<file path="config.mk">
export PLATFORM = sky130hd
export DESIGN_NAME = stt_timer
export DESIGN_NICKNAME = d
export VERILOG_FILES = /design/src/stt_pkg.sv /design/src/stt_timer.sv
export SDC_FILE = /design/constraint.sdc
export NUM_CORES = 1
export LEC_CHECK = 0
export BUFFER_PORTS_ARGS = -buffer_cell sky130_fd_sc_hd__buf_4
export CORE_MARGIN = 5
export CORE_UTILIZATION = 50
export CTS_BUF_LIST = sky130_fd_sc_hd__clkbuf_4 sky130_fd_sc_hd__clkbuf_8
export DETAILED_ROUTE_END_ITERATION = 10
export PLACE_DENSITY = 0.66
export SLEW_MARGIN = 15
export SYNTH_ARGS = -nofsm -noshare
export SYNTH_HDL_FRONTEND = slang
export SYNTH_SLANG_ARGS = --single-unit
export TNS_END_PERCENT = 10
</file>
<file path="constraint.sdc">
create_clock -name aclk -period 9.47 [get_ports aclk]
set_input_delay 0.4735 -clock aclk [delete_from_list [all_inputs] [get_ports aclk]]
set_output_delay 0.4735 -clock aclk [all_outputs]
set_load 0.005 [all_outputs]
</file>
<file path="src/stt_pkg.sv">
package stt_pkg;
  // ----------------------------------------------------------------
  // Register map
  // ----------------------------------------------------------------
  localparam logic [7:0] ADDR_CTRL = 8'h00;
  localparam logic [7:0] ADDR_COUNT = 8'h04;
  localparam logic [7:0] ADDR_CMPA = 8'h08;
  localparam logic [7:0] ADDR_CMPB = 8'h0C;
  localparam logic [7:0] ADDR_CAP = 8'h10;
  localparam logic [7:0] ADDR_FLAG = 8'h14;
  localparam logic [7:0] ADDR_IEN = 8'h18;
  localparam logic [7:0] ADDR_DEAD = 8'h1C;
  // Control register fields
  localparam int WGM_LSB = 0;
  localparam int CS_LSB = 4;
  localparam int SRC_BIT = 7;
  localparam int COMA_LSB = 8;
  localparam int COMB_LSB = 10;
  localparam int DTEN_BIT = 12;
  localparam logic [12:0] CTRL_RST = 13'h0000;
  // Flag bits
  localparam int FLG_OVF = 0;
  localparam int FLG_MA = 1;
  localparam int FLG_MB = 2;
  localparam int FLG_CAP = 3;
  // Count limits
  localparam logic [15:0] BOTTOM = 16'h0000;
  localparam logic [15:0] MAX = 16'hFFFF;
  localparam logic [15:0] TOP_8 = 16'h00FF;
  localparam logic [15:0] TOP_9 = 16'h01FF;
  localparam logic [15:0] TOP_10 = 16'h03FF;
  // Clock select codes
  localparam logic [2:0] CS_STOP = 3'h0;
  localparam logic [2:0] CS_DIV1 = 3'h1;
  localparam logic [2:0] CS_DIV8 = 3'h2;
  localparam logic [2:0] CS_DIV64 = 3'h3;
  localparam logic [2:0] CS_DIV256 = 3'h4;
  localparam logic [2:0] CS_DIV1024 = 3'h5;
  localparam logic [2:0] CS_EXT_FALL = 3'h6;
  localparam logic [2:0] CS_EXT_RISE = 3'h7;
  // AXI responses
  localparam logic [1:0] RESP_OKAY = 2'h0;
  localparam logic [1:0] RESP_SLVERR = 2'h2;
  // Mode classes
  typedef enum logic [2:0] {
    M_NORMAL = 3'b000,
    M_CTC = 3'b001,
    M_FAST = 3'b010,
    M_PC = 3'b011,
    M_PFC = 3'b100
  } stt_class_t;
endpackage

</file>
<file path="src/stt_timer.sv">
// The address map and register access over AXI4-Lite were chosen for this implementation.
`timescale 1ns/1ps
// Overview of operation
// Count clock divides system clock or doubled RC clock; external source optional.
// Sixteen-bit counter clears, increments or decrements per count clock by mode.
// Count 0x0000 is bottom; counter increments from bottom.
// Top is 0xFFFF, fixed value, compare A or capture; then clear or reverse.
// Count equal to compare A or B sets match flag; request if enabled.
// Overflow sets overflow flag; request if enabled.
// PWM modes double-buffer compares, updated at top or bottom; else unbuffered.
// Dead time inserts a gap of programmed count clocks into the waveform.
// Output mode field zero stops driving that waveform output.
// Sixteen modes chosen by four-bit waveform mode field; the code decodes fifteen modes in five classes, code 13 acting as mode 0.
// Mode 0 counts up to 0xFFFF, wraps, sets overflow as count becomes zero.
// Normal mode overflow flag is only set; service entry clears it.
// Normal mode with output mode 1 toggles output on each match.
// Modes 4 and 12 clear on match; top compare A or capture.
// Clear-on-match mode increments and clears at top.
// Clear-on-match mode sets match flag when count reaches top; in mode 12 the code sets it only at a count equal to compare A or B.
// Compare A unbuffered there; value below count is missed until wrap.
// Clear-on-match mode sets overflow as count wraps to zero.
// Prescaler divides by 1, 8, 64, 256 or 1024.
// Modes 5,6,7,14,15 are fast PWM; top fixed, capture or compare A.
// Fast PWM sets or clears outputs at top or bottom per output mode.
// Fast PWM at top sets overflow and loads buffered compares.
// Buffered writes go to buffer only; compare uses active copy until update.
// Fast PWM match drives output opposite to level applied at bottom.
module stt_timer
  import stt_pkg::*;
(
  // Clock and reset
  input wire logic aclk,
  input wire logic aresetn,
  // AXI4-Lite write address and data
  input wire logic [7:0] s_axi_awaddr,
  input wire logic s_axi_awvalid,
  output logic s_axi_awready,
  input wire logic [31:0] s_axi_wdata,
  input wire logic [3:0] s_axi_wstrb,
  input wire logic s_axi_wvalid,
  output logic s_axi_wready,
  // AXI4-Lite write response
  output logic [1:0] s_axi_bresp,
  output logic s_axi_bvalid,
  input wire logic s_axi_bready,
  // AXI4-Lite read
  input wire logic [7:0] s_axi_araddr,
  input wire logic s_axi_arvalid,
  output logic s_axi_arready,
  output logic [31:0] s_axi_rdata,
  output logic [1:0] s_axi_rresp,
  output logic s_axi_rvalid,
  input wire logic s_axi_rready,
  // Clock sources and capture trigger
  input wire logic doubled_rc_clock,
  input wire logic ext_count_in,
  input wire logic capture_trigger,
  // Service requests and acknowledges
  output logic [3:0] irq_req,
  input wire logic [3:0] service_ack,
  // Waveform outputs
  output logic waveform_out_a,
  output logic waveform_out_a_en,
  output logic waveform_out_b,
  output logic waveform_out_b_en
);

  // ----------------------------------------------------------------
  // Helpers
  // ----------------------------------------------------------------
  function automatic logic [15:0] merge16(input logic [15:0] old, input logic [31:0] d, input logic [3:0] s);
    merge16 = {s[1] ? d[15:8] : old[15:8], s[0] ? d[7:0] : old[7:0]};
  endfunction

  function automatic logic wave_next(input logic [1:0] com, input stt_class_t c, input logic hit,
                                     input logic bot, input logic down, input logic cur);
    logic lvl;
    lvl = (com == 2'b11);
    wave_next = cur;
    if (com == 2'b01) begin
      if (hit) wave_next = ~cur;
    end else if (com != 2'b00) begin
      if (c == M_FAST && bot) wave_next = ~lvl;
      if (hit) wave_next = ((c == M_PC || c == M_PFC) && down) ? ~lvl : lvl;
    end
  endfunction

  // ----------------------------------------------------------------
  // Registers
  // ----------------------------------------------------------------
  logic [12:0] ctrl_q;
  logic [15:0] cnt_q, cnt_d;
  logic dir_q, dir_d;
  logic [15:0] cmpa_buf_q, cmpb_buf_q, cmpa_act_q, cmpb_act_q, cap_q;
  logic [3:0] flag_q, ien_q;
  logic [7:0] dead_q;
  logic [3:0] wg_mode;
  logic [2:0] cs;
  logic [1:0] com [2];
  stt_class_t cls;
  logic [15:0] top;
  logic cap_is_top, pwm, tick, upd, ovf_ev, bot_ev;
  logic [1:0] hit;
  logic wr_go, cnt_wr, cmpa_wr, cmpb_wr;
  logic [7:0] aw_addr_q;
  logic [31:0] w_data_q;
  logic [3:0] w_strb_q;
  logic aw_full_q, w_full_q;

  assign wg_mode = ctrl_q[WGM_LSB +: 4];
  assign cs = ctrl_q[CS_LSB +: 3];
  assign com[0] = ctrl_q[COMA_LSB +: 2];
  assign com[1] = ctrl_q[COMB_LSB +: 2];

  // Mode class and top value from the waveform mode field
  always_comb begin
    cls = M_NORMAL;
    top = MAX;
    cap_is_top = 1'b0;
    case (wg_mode)
      4'd0: cls = M_NORMAL;
      4'd1: begin cls = M_PC; top = TOP_8; end
      4'd2: begin cls = M_PC; top = TOP_9; end
      4'd3: begin cls = M_PC; top = TOP_10; end
      4'd4: begin cls = M_CTC; top = cmpa_act_q; end
      4'd5: begin cls = M_FAST; top = TOP_8; end
      4'd6: begin cls = M_FAST; top = TOP_9; end
      4'd7: begin cls = M_FAST; top = TOP_10; end
      4'd8: begin cls = M_PFC; top = cap_q; cap_is_top = 1'b1; end
      4'd9: begin cls = M_PFC; top = cmpa_act_q; end
      4'd10: begin cls = M_PC; top = cap_q; cap_is_top = 1'b1; end
      4'd11: begin cls = M_PC; top = cmpa_act_q; end
      4'd12: begin cls = M_CTC; top = cap_q; cap_is_top = 1'b1; end
      4'd14: begin cls = M_FAST; top = cap_q; cap_is_top = 1'b1; end
      4'd15: begin cls = M_FAST; top = cmpa_act_q; end
      default: cls = M_NORMAL;
    endcase
  end
  assign pwm = (cls == M_FAST) || (cls == M_PC) || (cls == M_PFC);

  // ----------------------------------------------------------------
  // Count clock
  // ----------------------------------------------------------------
  logic [9:0] pre_q;
  logic ext_prev_q, pre_en;

  // Prescaler steps on system clock or doubled RC clock enable
  assign pre_en = ctrl_q[SRC_BIT] ? doubled_rc_clock : 1'b1;
  always_ff @(posedge aclk) begin
    if (!aresetn) pre_q <= 10'h000;
    else if (cs == CS_STOP) pre_q <= 10'h000;
    else if (pre_en) pre_q <= pre_q + 10'h001;
  end
  always_ff @(posedge aclk) begin
    if (!aresetn) ext_prev_q <= 1'b0;
    else ext_prev_q <= ext_count_in;
  end

  // Division factor selection
  always_comb begin
    case (cs)
      CS_DIV1: tick = pre_en;
      CS_DIV8: tick = pre_en && (&pre_q[2:0]);
      CS_DIV64: tick = pre_en && (&pre_q[5:0]);
      CS_DIV256: tick = pre_en && (&pre_q[7:0]);
      CS_DIV1024: tick = pre_en && (&pre_q[9:0]);
      CS_EXT_FALL: tick = ext_prev_q && !ext_count_in;
      CS_EXT_RISE: tick = !ext_prev_q && ext_count_in;
      default: tick = 1'b0;
    endcase
  end

  // ----------------------------------------------------------------
  // Counter
  // ----------------------------------------------------------------
  always_comb begin
    cnt_d = cnt_q;
    dir_d = dir_q;
    if (tick) begin
      case (cls)
        M_CTC, M_FAST: cnt_d = (cnt_q == top) ? BOTTOM : cnt_q + 16'h0001;
        M_PC, M_PFC: begin
          if (!dir_q && cnt_q >= top) begin
            dir_d = 1'b1;
            cnt_d = cnt_q - 16'h0001;
          end else if (dir_q && cnt_q == BOTTOM) begin
            dir_d = 1'b0;
            cnt_d = cnt_q + 16'h0001;
          end else begin
            cnt_d = dir_q ? cnt_q - 16'h0001 : cnt_q + 16'h0001;
          end
        end
        default: cnt_d = cnt_q + 16'h0001;
      endcase
    end
  end

  always_ff @(posedge aclk) begin
    if (!aresetn) begin
      cnt_q <= BOTTOM;
      dir_q <= 1'b0;
    end else if (cnt_wr) begin
      cnt_q <= merge16(cnt_q, w_data_q, w_strb_q);
      dir_q <= 1'b0;
    end else begin
      cnt_q <= cnt_d;
      dir_q <= dir_d;
    end
  end

  // Events of the current count clock
  assign hit[0] = tick && (cnt_q == cmpa_act_q);
  assign hit[1] = tick && (cnt_q == cmpb_act_q);
  assign bot_ev = tick && (cnt_d == BOTTOM) && (cnt_q != BOTTOM);
  always_comb begin
    case (cls)
      M_FAST: begin
        ovf_ev = tick && (cnt_q == top);
        upd = ovf_ev;
      end
      M_PC: begin
        ovf_ev = bot_ev && dir_q;
        upd = tick && !dir_q && (cnt_q >= top);
      end
      M_PFC: begin
        ovf_ev = bot_ev && dir_q;
        upd = ovf_ev;
      end
      default: begin
        ovf_ev = tick && (cnt_q == MAX);
        upd = 1'b0;
      end
    endcase
  end

  // ----------------------------------------------------------------
  // Compare and capture registers
  // ----------------------------------------------------------------
  always_ff @(posedge aclk) begin
    if (!aresetn) begin
      cmpa_buf_q <= BOTTOM;
      cmpa_act_q <= BOTTOM;
    end else begin
      if (cmpa_wr) cmpa_buf_q <= merge16(cmpa_buf_q, w_data_q, w_strb_q);
      if (cmpa_wr && !pwm) cmpa_act_q <= merge16(cmpa_buf_q, w_data_q, w_strb_q);
      else if (pwm && upd) cmpa_act_q <= cmpa_buf_q;
    end
  end
  always_ff @(posedge aclk) begin
    if (!aresetn) begin
      cmpb_buf_q <= BOTTOM;
      cmpb_act_q <= BOTTOM;
    end else begin
      if (cmpb_wr) cmpb_buf_q <= merge16(cmpb_buf_q, w_data_q, w_strb_q);
      if (cmpb_wr && !pwm) cmpb_act_q <= merge16(cmpb_buf_q, w_data_q, w_strb_q);
      else if (pwm && upd) cmpb_act_q <= cmpb_buf_q;
    end
  end
  // Capture latches the count unless capture is the top
  always_ff @(posedge aclk) begin
    if (!aresetn) cap_q <= BOTTOM;
    else if (wr_go && aw_addr_q == ADDR_CAP) cap_q <= merge16(cap_q, w_data_q, w_strb_q);
    else if (capture_trigger && !cap_is_top) cap_q <= cnt_q;
  end

  // ----------------------------------------------------------------
  // Flags, set wins over clear
  // ----------------------------------------------------------------
  logic [3:0] flag_set, flag_clr;
  assign flag_set = {capture_trigger && !cap_is_top, hit[1], hit[0], ovf_ev};
  assign flag_clr = service_ack | ((wr_go && aw_addr_q == ADDR_FLAG && w_strb_q[0]) ? w_data_q[3:0] : 4'h0);
  always_ff @(posedge aclk) begin
    if (!aresetn) flag_q <= 4'h0;
    else flag_q <= (flag_q & ~flag_clr) | flag_set;
  end
  assign irq_req = flag_q & ien_q;

  // ----------------------------------------------------------------
  // Waveform and dead time
  // ----------------------------------------------------------------
  logic [1:0] wave_q, out_q, oe_q;
  logic [3:0] dt_q [2];
  always_ff @(posedge aclk) begin
    if (!aresetn) begin
      wave_q <= 2'b00;
      out_q <= 2'b00;
      oe_q <= 2'b00;
      dt_q[0] <= 4'h0;
      dt_q[1] <= 4'h0;
    end else begin
      for (int i = 0; i < 2; i++) begin
        wave_q[i] <= wave_next(com[i], cls, hit[i], bot_ev, dir_q, wave_q[i]);
        oe_q[i] <= (com[i] != 2'b00);
        if (!ctrl_q[DTEN_BIT]) begin
          out_q[i] <= wave_q[i];
        end else if (!wave_q[i]) begin
          out_q[i] <= 1'b0;
          dt_q[i] <= dead_q[4*i +: 4];
        end else if (dt_q[i] != 4'h0) begin
          out_q[i] <= 1'b0;
          if (tick) dt_q[i] <= dt_q[i] - 4'h1;
        end else begin
          out_q[i] <= 1'b1;
        end
      end
    end
  end
  assign waveform_out_a = out_q[0];
  assign waveform_out_b = out_q[1];
  assign waveform_out_a_en = oe_q[0];
  assign waveform_out_b_en = oe_q[1];

  // ----------------------------------------------------------------
  // AXI4-Lite slave
  // ----------------------------------------------------------------
  assign s_axi_awready = !aw_full_q && !s_axi_bvalid;
  assign s_axi_wready = !w_full_q && !s_axi_bvalid;
  assign s_axi_arready = !s_axi_rvalid;
  assign wr_go = aw_full_q && w_full_q && !s_axi_bvalid;
  assign cnt_wr = wr_go && aw_addr_q == ADDR_COUNT;
  assign cmpa_wr = wr_go && aw_addr_q == ADDR_CMPA;
  assign cmpb_wr = wr_go && aw_addr_q == ADDR_CMPB;

  // Address and data capture in either order
  always_ff @(posedge aclk) begin
    if (!aresetn) begin
      aw_full_q <= 1'b0;
      w_full_q <= 1'b0;
      aw_addr_q <= 8'h00;
      w_data_q <= 32'h0000_0000;
      w_strb_q <= 4'h0;
    end else begin
      if (s_axi_awvalid && s_axi_awready) begin
        aw_full_q <= 1'b1;
        aw_addr_q <= s_axi_awaddr;
      end else if (wr_go) aw_full_q <= 1'b0;
      if (s_axi_wvalid && s_axi_wready) begin
        w_full_q <= 1'b1;
        w_data_q <= s_axi_wdata;
        w_strb_q <= s_axi_wstrb;
      end else if (wr_go) w_full_q <= 1'b0;
    end
  end

  // Software controlled configuration
  always_ff @(posedge aclk) begin
    if (!aresetn) begin
      ctrl_q <= CTRL_RST;
      ien_q <= 4'h0;
      dead_q <= 8'h00;
    end else if (wr_go) begin
      if (aw_addr_q == ADDR_CTRL && w_strb_q[0]) ctrl_q[7:0] <= w_data_q[7:0];
      if (aw_addr_q == ADDR_CTRL && w_strb_q[1]) ctrl_q[12:8] <= w_data_q[12:8];
      if (aw_addr_q == ADDR_IEN && w_strb_q[0]) ien_q <= w_data_q[3:0];
      if (aw_addr_q == ADDR_DEAD && w_strb_q[0]) dead_q <= w_data_q[7:0];
    end
  end

  // Write response
  always_ff @(posedge aclk) begin
    if (!aresetn) begin
      s_axi_bvalid <= 1'b0;
      s_axi_bresp <= RESP_OKAY;
    end else if (wr_go) begin
      s_axi_bvalid <= 1'b1;
      s_axi_bresp <= (aw_addr_q[7:5] == 3'h0 && aw_addr_q[1:0] == 2'h0) ? RESP_OKAY : RESP_SLVERR;
    end else if (s_axi_bready) s_axi_bvalid <= 1'b0;
  end

  // Read data mux
  logic [31:0] rd_mux;
  always_comb begin
    rd_mux = 32'h0000_0000;
    case (s_axi_araddr)
      ADDR_CTRL: rd_mux = {19'h00000, ctrl_q};
      ADDR_COUNT: rd_mux = {16'h0000, cnt_q};
      ADDR_CMPA: rd_mux = {16'h0000, cmpa_buf_q};
      ADDR_CMPB: rd_mux = {16'h0000, cmpb_buf_q};
      ADDR_CAP: rd_mux = {16'h0000, cap_q};
      ADDR_FLAG: rd_mux = {28'h0000000, flag_q};
      ADDR_IEN: rd_mux = {28'h0000000, ien_q};
      ADDR_DEAD: rd_mux = {24'h000000, dead_q};
      default: rd_mux = 32'h0000_0000;
    endcase
  end
  always_ff @(posedge aclk) begin
    if (!aresetn) begin
      s_axi_rvalid <= 1'b0;
      s_axi_rdata <= 32'h0000_0000;
      s_axi_rresp <= RESP_OKAY;
    end else if (s_axi_arvalid && s_axi_arready) begin
      s_axi_rvalid <= 1'b1;
      s_axi_rdata <= rd_mux;
      s_axi_rresp <= (s_axi_araddr[7:5] == 3'h0 && s_axi_araddr[1:0] == 2'h0) ? RESP_OKAY : RESP_SLVERR;
    end else if (s_axi_rready) s_axi_rvalid <= 1'b0;
  end
endmodule // stt_timer

</file>
# After elaboration in Yosys (flattened, before gate mapping)
# Memories as Yosys holds them, arrays and structs flattened.
# Index checks and enable logic that the tools add are counted.
word_totals:
  register_bits: 209
  ram_bits: 8
  input_bits: 66
  out_inout_bits: 49
  mem_count: 1
memory_table:
  columns: ["name", "words", "width", "read_ports", "rd_ports_with_merged_regs", "write_ports", "line", "text"]
  rows:
  - ["dt_q", 2, 4, 2, 0, 2, "stt_timer.sv:282", "logic [3:0] dt_q [2];"]
classes:
  n_addsub: 5
  order_cmp: 1
  n_eq_ne: 55
  n_mux: 81
  n_bitwise: 14
  reduce_logical: 104
ops:
  columns: ["operator", "n"]
  rows:
  - ["$mux W16", 12]
  - ["$pmux W16 S8", 1]
  - ["$pmux W16 S5", 1]
  - ["$eq A8 B5 Y1 const B", 8]
  - ["$mux W1", 49]
  - ["$eq A16 B16 Y1", 3]
  - ["$mux W8", 6]
  - ["$logic_and A1 B1 Y1", 42]
  - ["$eq A8 B4 Y1 const B", 4]
  - ["$logic_not A16 Y1", 2]
  - ["$pmux W16 S2", 1]
  - ["$eq A4 B4 Y1 const B", 7]
  - ["$reduce_bool A2 Y1", 12]
  - ["$mux W4", 5]
  - ["$reduce_or A2 Y1", 9]
  - ["$add A16 B1 Y16 const B", 1]
  - ["$eq A16 B16 Y1 const B", 1]
  - ["$eq A4 B3 Y1 const B", 4]
  - ["$eq A8 B3 Y1 const B", 2]
  - ["$ge A16 B16 Y1", 1]
  - ["$logic_not A8 Y1", 2]
  - ["$reduce_bool A16 Y1", 1]
  - ["$sub A16 B1 Y16 const B", 1]
  - ["$eq A3 B3 Y1 const B", 5]
  - ["other kinds (34)", 80]

# Depth between registers and ports, before layout
logic_depth:
  depth_word: 16
  ltp_mapped: 23
  ltp_nobuf: 17

# Least setup slack after synthesis
# Ideal clock, no wire load.
synth_timing:
  kind: "flip-flop to flip-flop"
  startpoint: "reg ctrl_q[2]"
  endpoint: "reg cmpa_act_q[10]"
  t_arrival_ps: 5250
  required_time_ps: 9398
  path_slack_ps: 4148
  path_stages_with_launch: 24
  n_path_buf: 6
  cell_sequence: "dfxtp_1 clkbuf_1 clkbuf_1 nor2b_1 clkbuf_1 nand2_1 o22ai_1 nor2_1 nor2_1 ha_1 a41oi_1 o21ai_1 a2111o_1 or3_1 clkbuf_1 a22o_1 nor4_1 nand4_1 or2_1 o21a_1 nand2b_1 buf_2 buf_4 mux2i_1"
synth_between:
  elab_chain_cells: 15
  word_cells_on_any_way: 52
  cone_classes: "1 x order compare; 19 x eq/ne; 8 x mux; 24 x reduce/logical"
synth_lines:
  columns: ["element", "line", "text"]
  rows:
  - ["from (decl)", "stt_timer.sv:91", "logic [12:0] ctrl_q;"]
  - ["from (signal assigned)", "stt_timer.sv:352", "if (aw_addr_q == ADDR_CTRL && w_strb_q[0]) ctrl_q[7:0] <= w_data_q[7:0];"]
  - ["$eq A4 B4 Y1, or another cell as far along", "stt_timer.sv:120", "case (wg_mode)"]
  - ["$reduce_or A4 Y1 (no line) / $reduce_or A2 Y1 (equally long branches)", null, null]
  - ["$pmux W16 S5", "stt_timer.sv:120", null]
  - ["$ge A16 B16 Y1", "stt_timer.sv:183, stt_timer.sv:223", null]
  - ["$logic_and A1 B1 Y1", "stt_timer.sv:183", "if (!dir_q && cnt_q >= top) begin"]
  - ["$mux W16", "stt_timer.sv:183", null]
  - ["$pmux W16 S2", "stt_timer.sv:180", "case (cls)"]
  - ["$mux W16", "stt_timer.sv:179", "if (tick) begin"]
  - ["$logic_not A16 Y1", "stt_timer.sv:214", "assign bot_ev = tick && (cnt_d == BOTTOM) && (cnt_q != BOTTOM);"]
  - ["$logic_and A1 B1 Y1 (2 in a row)", "stt_timer.sv:214", null]
  - ["$logic_and A1 B1 Y1", "stt_timer.sv:226", "ovf_ev = bot_ev && dir_q;"]
  - ["$pmux W1 S3", "stt_timer.sv:216", "case (cls)"]
  - ["$logic_and A1 B1 Y1", "stt_timer.sv:246", "else if (pwm && upd) cmpa_act_q <= cmpa_buf_q;"]
  - ["$reduce_bool A2 Y1 (no line)", null, null]
  - ["to (signal assigned)", "stt_timer.sv:245", "if (cmpa_wr && !pwm) cmpa_act_q <= merge16(cmpa_buf_q, w_data_q, w_strb_q);"]
  - ["to (signal assigned)", "stt_timer.sv:246", null]
  - ["to (decl)", "stt_timer.sv:94", "logic [15:0] cmpa_buf_q, cmpb_buf_q, cmpa_act_q, cmpb_act_q, cap_q;"]
# Parallel ways exist; a longest one is shown, timed or not.
# A chain may end at the register's enable or synchronous reset.

# Worst setup path after layout
layout_timing:
  startpoint: "reg ctrl_q[2]"
  endpoint: "reg cmpa_act_q[15]"
# The elaborated chain is that of the path after synthesis.

==> run_results.csv <==
group,metric,value,unit
outcome,status,"finished clean",
clocking,htreeDepth,4,
timing,tightest_slew,1069,ps
timing,worst_clock_skew,19.73,ps
logic_synthesis,synthesis.area,0.01196,mm^2
grt,grt_max_degree,86,
detailed_routing,ant_nets,0,
setup_path,crit_type,"flop to flop",
clocking,insertion_delay,510,ps
finish,layout_common_cells,"nand2_1, dfxtp_1, nor2_1, a21oi_1, buf_4",
logic_synthesis,yosys.area_share.simple,0.2507,
finish,fillCellCount,2266,
clocking,post_cts_buffers,0,
detailed_routing,num_vias,11701,
detailed_routing,route.detailed.drc,0,
clocking,cts_tree,"done",
die,core,0.02354,mm^2
logic_synthesis,synth_seq_cells,199,
logic_synthesis,synth_compound_area_frac,0.2107,
finish,fin_cells,1887,
timing,finalMaxSlewViolations,0,
logic_synthesis,synthMuxAreaShare,0.07825,
logic_synthesis,yosysUniqueCellTypes,80,
logic_synthesis,synth_area_per_cell,7.633,um^2
clocking,cts_hold_buf,0,
detailed_routing,via_per_inst,6.201,
clocking,cts_resized,0,
logic_synthesis,async_reset_ff_frac,0,
pwr,p_leak,4.867,nW
detailed_routing,first_pass_iters,6,
logic_synthesis,syn_inst,1567,
logic_synthesis,synth_top_family_by_area,"simple AND/OR/NAND/NOR gates",
finish,syn_to_final_growth,8.704,%
finish,diodes,0,
die,die_h,164.7,um
grt,grt.overflow.total,0,
logic_synthesis,ys_warn_count,0,
clocking,clockRootBuffer,"clkbuf_8",
grt,grt_pass1_vias,10672,
timing,finalSetupViolCount,0,
timing,finalSetupTns,0,ps
job,max_cap_viol_count,0,
die,ios,115,
placed_design,placedCellCount,1855,
detailed_routing,wl,39480,um
grt,grt_pass1_wl,60790,um
finish,regArea,0.004064,mm^2
die,die_area,0.02711,mm^2
die,fp-row-count,56,
timing,hold_viol_final,0,
grt,grt_antenna_before_repair,0,
finish,layout_commonest_cell,"nand2_1",
pwr,ir_drop,98.71,uV
detailed_routing,drtIter0Drc,1450,
pwr,power_density,136.2,mW/mm^2
setup_path,crit_required,9920,ps
clocking,cts_made_buffers,17,
die,start_util,0.5080,
die,die_w,164.7,um
timing,max_slew_margin,0.2873,
placed_design,portBuffers,78,
logic_synthesis,synth_fa_ha_area_frac,0.02511,
logic_synthesis,yosys_most_used_dff,"dfxtp_1",
placed_design,gp_congestion,0.9630,
timing,max_freq,147.9,MHz
timing,grt_setup_unrepaired,"false",
setup_path,crit_path_start_kind,"flop",
hold_path,hold_class,"input pin to flop",
setup_path,path_max_fanout,29,
finish,drive_gt1_frac,0.1167,
detailed_routing,wl_per_cell,20.92,um
finish,multi_input_area,0.007229,mm^2
clocking,path_clk_slew,130,ps
grt,track_usage,0.2883,
setup_path,end_kind,"flop",
finish,fin_nets,1645,
logic_synthesis,synth_xor_area_frac,0.03149,
clocking,numClockSinks,199,
clocking,clockBufferDepth,2,
timing,fin_crit_sh,0.7141,
placed_design,dp_hpwl,28020,um
timing,period_needed,6763,ps
logic_synthesis,yosysSeqAreaShare,0.3398,
logic_synthesis,synth_edf_count,8,
setup_path,cp_data_arrival_time,7210,ps
-- state kept, by name (all words and copies together) (netlist names), 8 cells and up --
name	cells
cnt_q	16
cmpb_buf_q	16
cap_q	16
pre_q	10
dead_q	8
cmpa_buf_q	16
aw_addr_q	8
cmpa_act_q	16
ctrl_q	13
s_axi_rdata	16
dt_q	8
cmpb_act_q	16
w_data_q	16
-- routing by layer --
layer,share of wire,up-vias,global-route usage
met1,0.45,5498,0.4076
met3,0.080,100,0.04742
li1,-,5556,-
met4,0.038,0,0.1070
met2,0.43,547,0.4433
met5,0,-,0
-- power breakdown --
| part | switching [mW] | internal [mW] |
|---|---|---|
| Combinational | 0.144 | 0.0889 |
| Clock | 0.402 | 0.221 |
| Sequential | 0.0496 | 0.865 |
-- through the flow --
stage	instance area (um^2)	hold slack (ps)	setup WS [ps]	total power, mW	util
CTS	12980	111.6	2776	1.768	0.5515
global placement	12530	439.9	2934	1.156	0.5322
global route	13000	128.5	2227	1.831	0.5522
floorplan	12020	430.8	4148	1.071	-
finish	13000	128.4	2707	1.770	0.5522
detailed placement	12530	442.0	2814	1.157	0.5322
-- path summary, 6_finish.rpt --
path	start	to	slack (ps)	cells past startpoint
worst max register to register	ctrl_q[2]	cmpa_act_q[15]	2710	18
worst min register to register	aw_addr_q[5]	aw_addr_q[5]	460	2
worst min-delay path	s_axi_rready	s_axi_rvalid	130	2
worst max-delay path	ctrl_q[2]	cmpa_act_q[15]	2710	18
-- Yosys cell counts, types with 3 or more instances --
master / count / share of area
nand2_1: 227 / 0.071
dfxtp_1: 191 / 0.32
a21oi_1: 161 / 0.067
nor2_1: 160 / 0.050
clkbuf_1: 102 / 0.032
nand3_1: 66 / 0.028
mux2i_1: 62 / 0.052
o21ai_0: 62 / 0.026
nor3_1: 35 / 0.015
xor2_1: 35 / 0.026
a211oi_1: 29 / 0.018
inv_1: 29 / 0.0091
ha_1: 24 / 0.025
nand4_1: 24 / 0.013
mux2_2: 21 / 0.020
nand2b_1: 21 / 0.011
buf_4: 19 / 0.012
a221oi_1: 16 / 0.012
a22o_1: 16 / 0.012
a31oi_1: 16 / 0.0084
and2_1: 15 / 0.0078
o22ai_1: 15 / 0.0078
buf_1: 14 / 0.0044
nor4_1: 13 / 0.0068
or3_1: 13 / 0.0068
nor2b_1: 12 / 0.0063
and3_1: 11 / 0.0058
nand3b_1: 11 / 0.0069
o211ai_1: 11 / 0.0069
buf_2: 9 / 0.0038
a32oi_1: 8 / 0.0059
edfxtp_1: 8 / 0.020
xnor2_1: 8 / 0.0059
or4_1: 7 / 0.0044
a22oi_1: 6 / 0.0038
and4_1: 6 / 0.0044
o21a_1: 6 / 0.0038
o31a_1: 6 / 0.0044
a2111oi_0: 4 / 0.0029
a21boi_0: 4 / 0.0025
o221a_2: 4 / 0.0038
a2111o_1: 3 / 0.0028
mux4_2: 3 / 0.0056
nor4b_1: 3 / 0.0022
o31ai_1: 3 / 0.0019
-- cell families (layout without fill, tap and decap cells) --
logic type,after synthesis,after routing
simple gates,640,640
compound gates,396,396
flops,199,199
buf+inv,177,161
mux,87,87
xor+xnor,43,43
fa+ha+maj,24,24
other cells,1,18
-- worst max-delay path: stages, from the launching register on --
cell	delay (ps)
dfxtp_1	320
buf_4	290
nor2b_1	520
nand2_1	100
o22ai_1	570
nor2_1	260
nor2_1	180
ha_1	270
a41oi_1	210
o21ai_1	140
a2111o_1	470
o31ai_1	680
nor3_1	130
a2111o_1	330
nor4_1	390
nand4_1	250
o21a_1	400
nand2b_1	830
o221a_2	350
-- area by class of cell --
class                   instances  area share
repair buffers                 98     0.05659
well taps                     319     0.03070
clock inverters                15     0.01694
multi-input cells            1208      0.5561
clock buffers                  17     0.01800
flip-flops and latches        199      0.3126
inverters                      31    0.009143
Power figures use the tool's default switching activity.
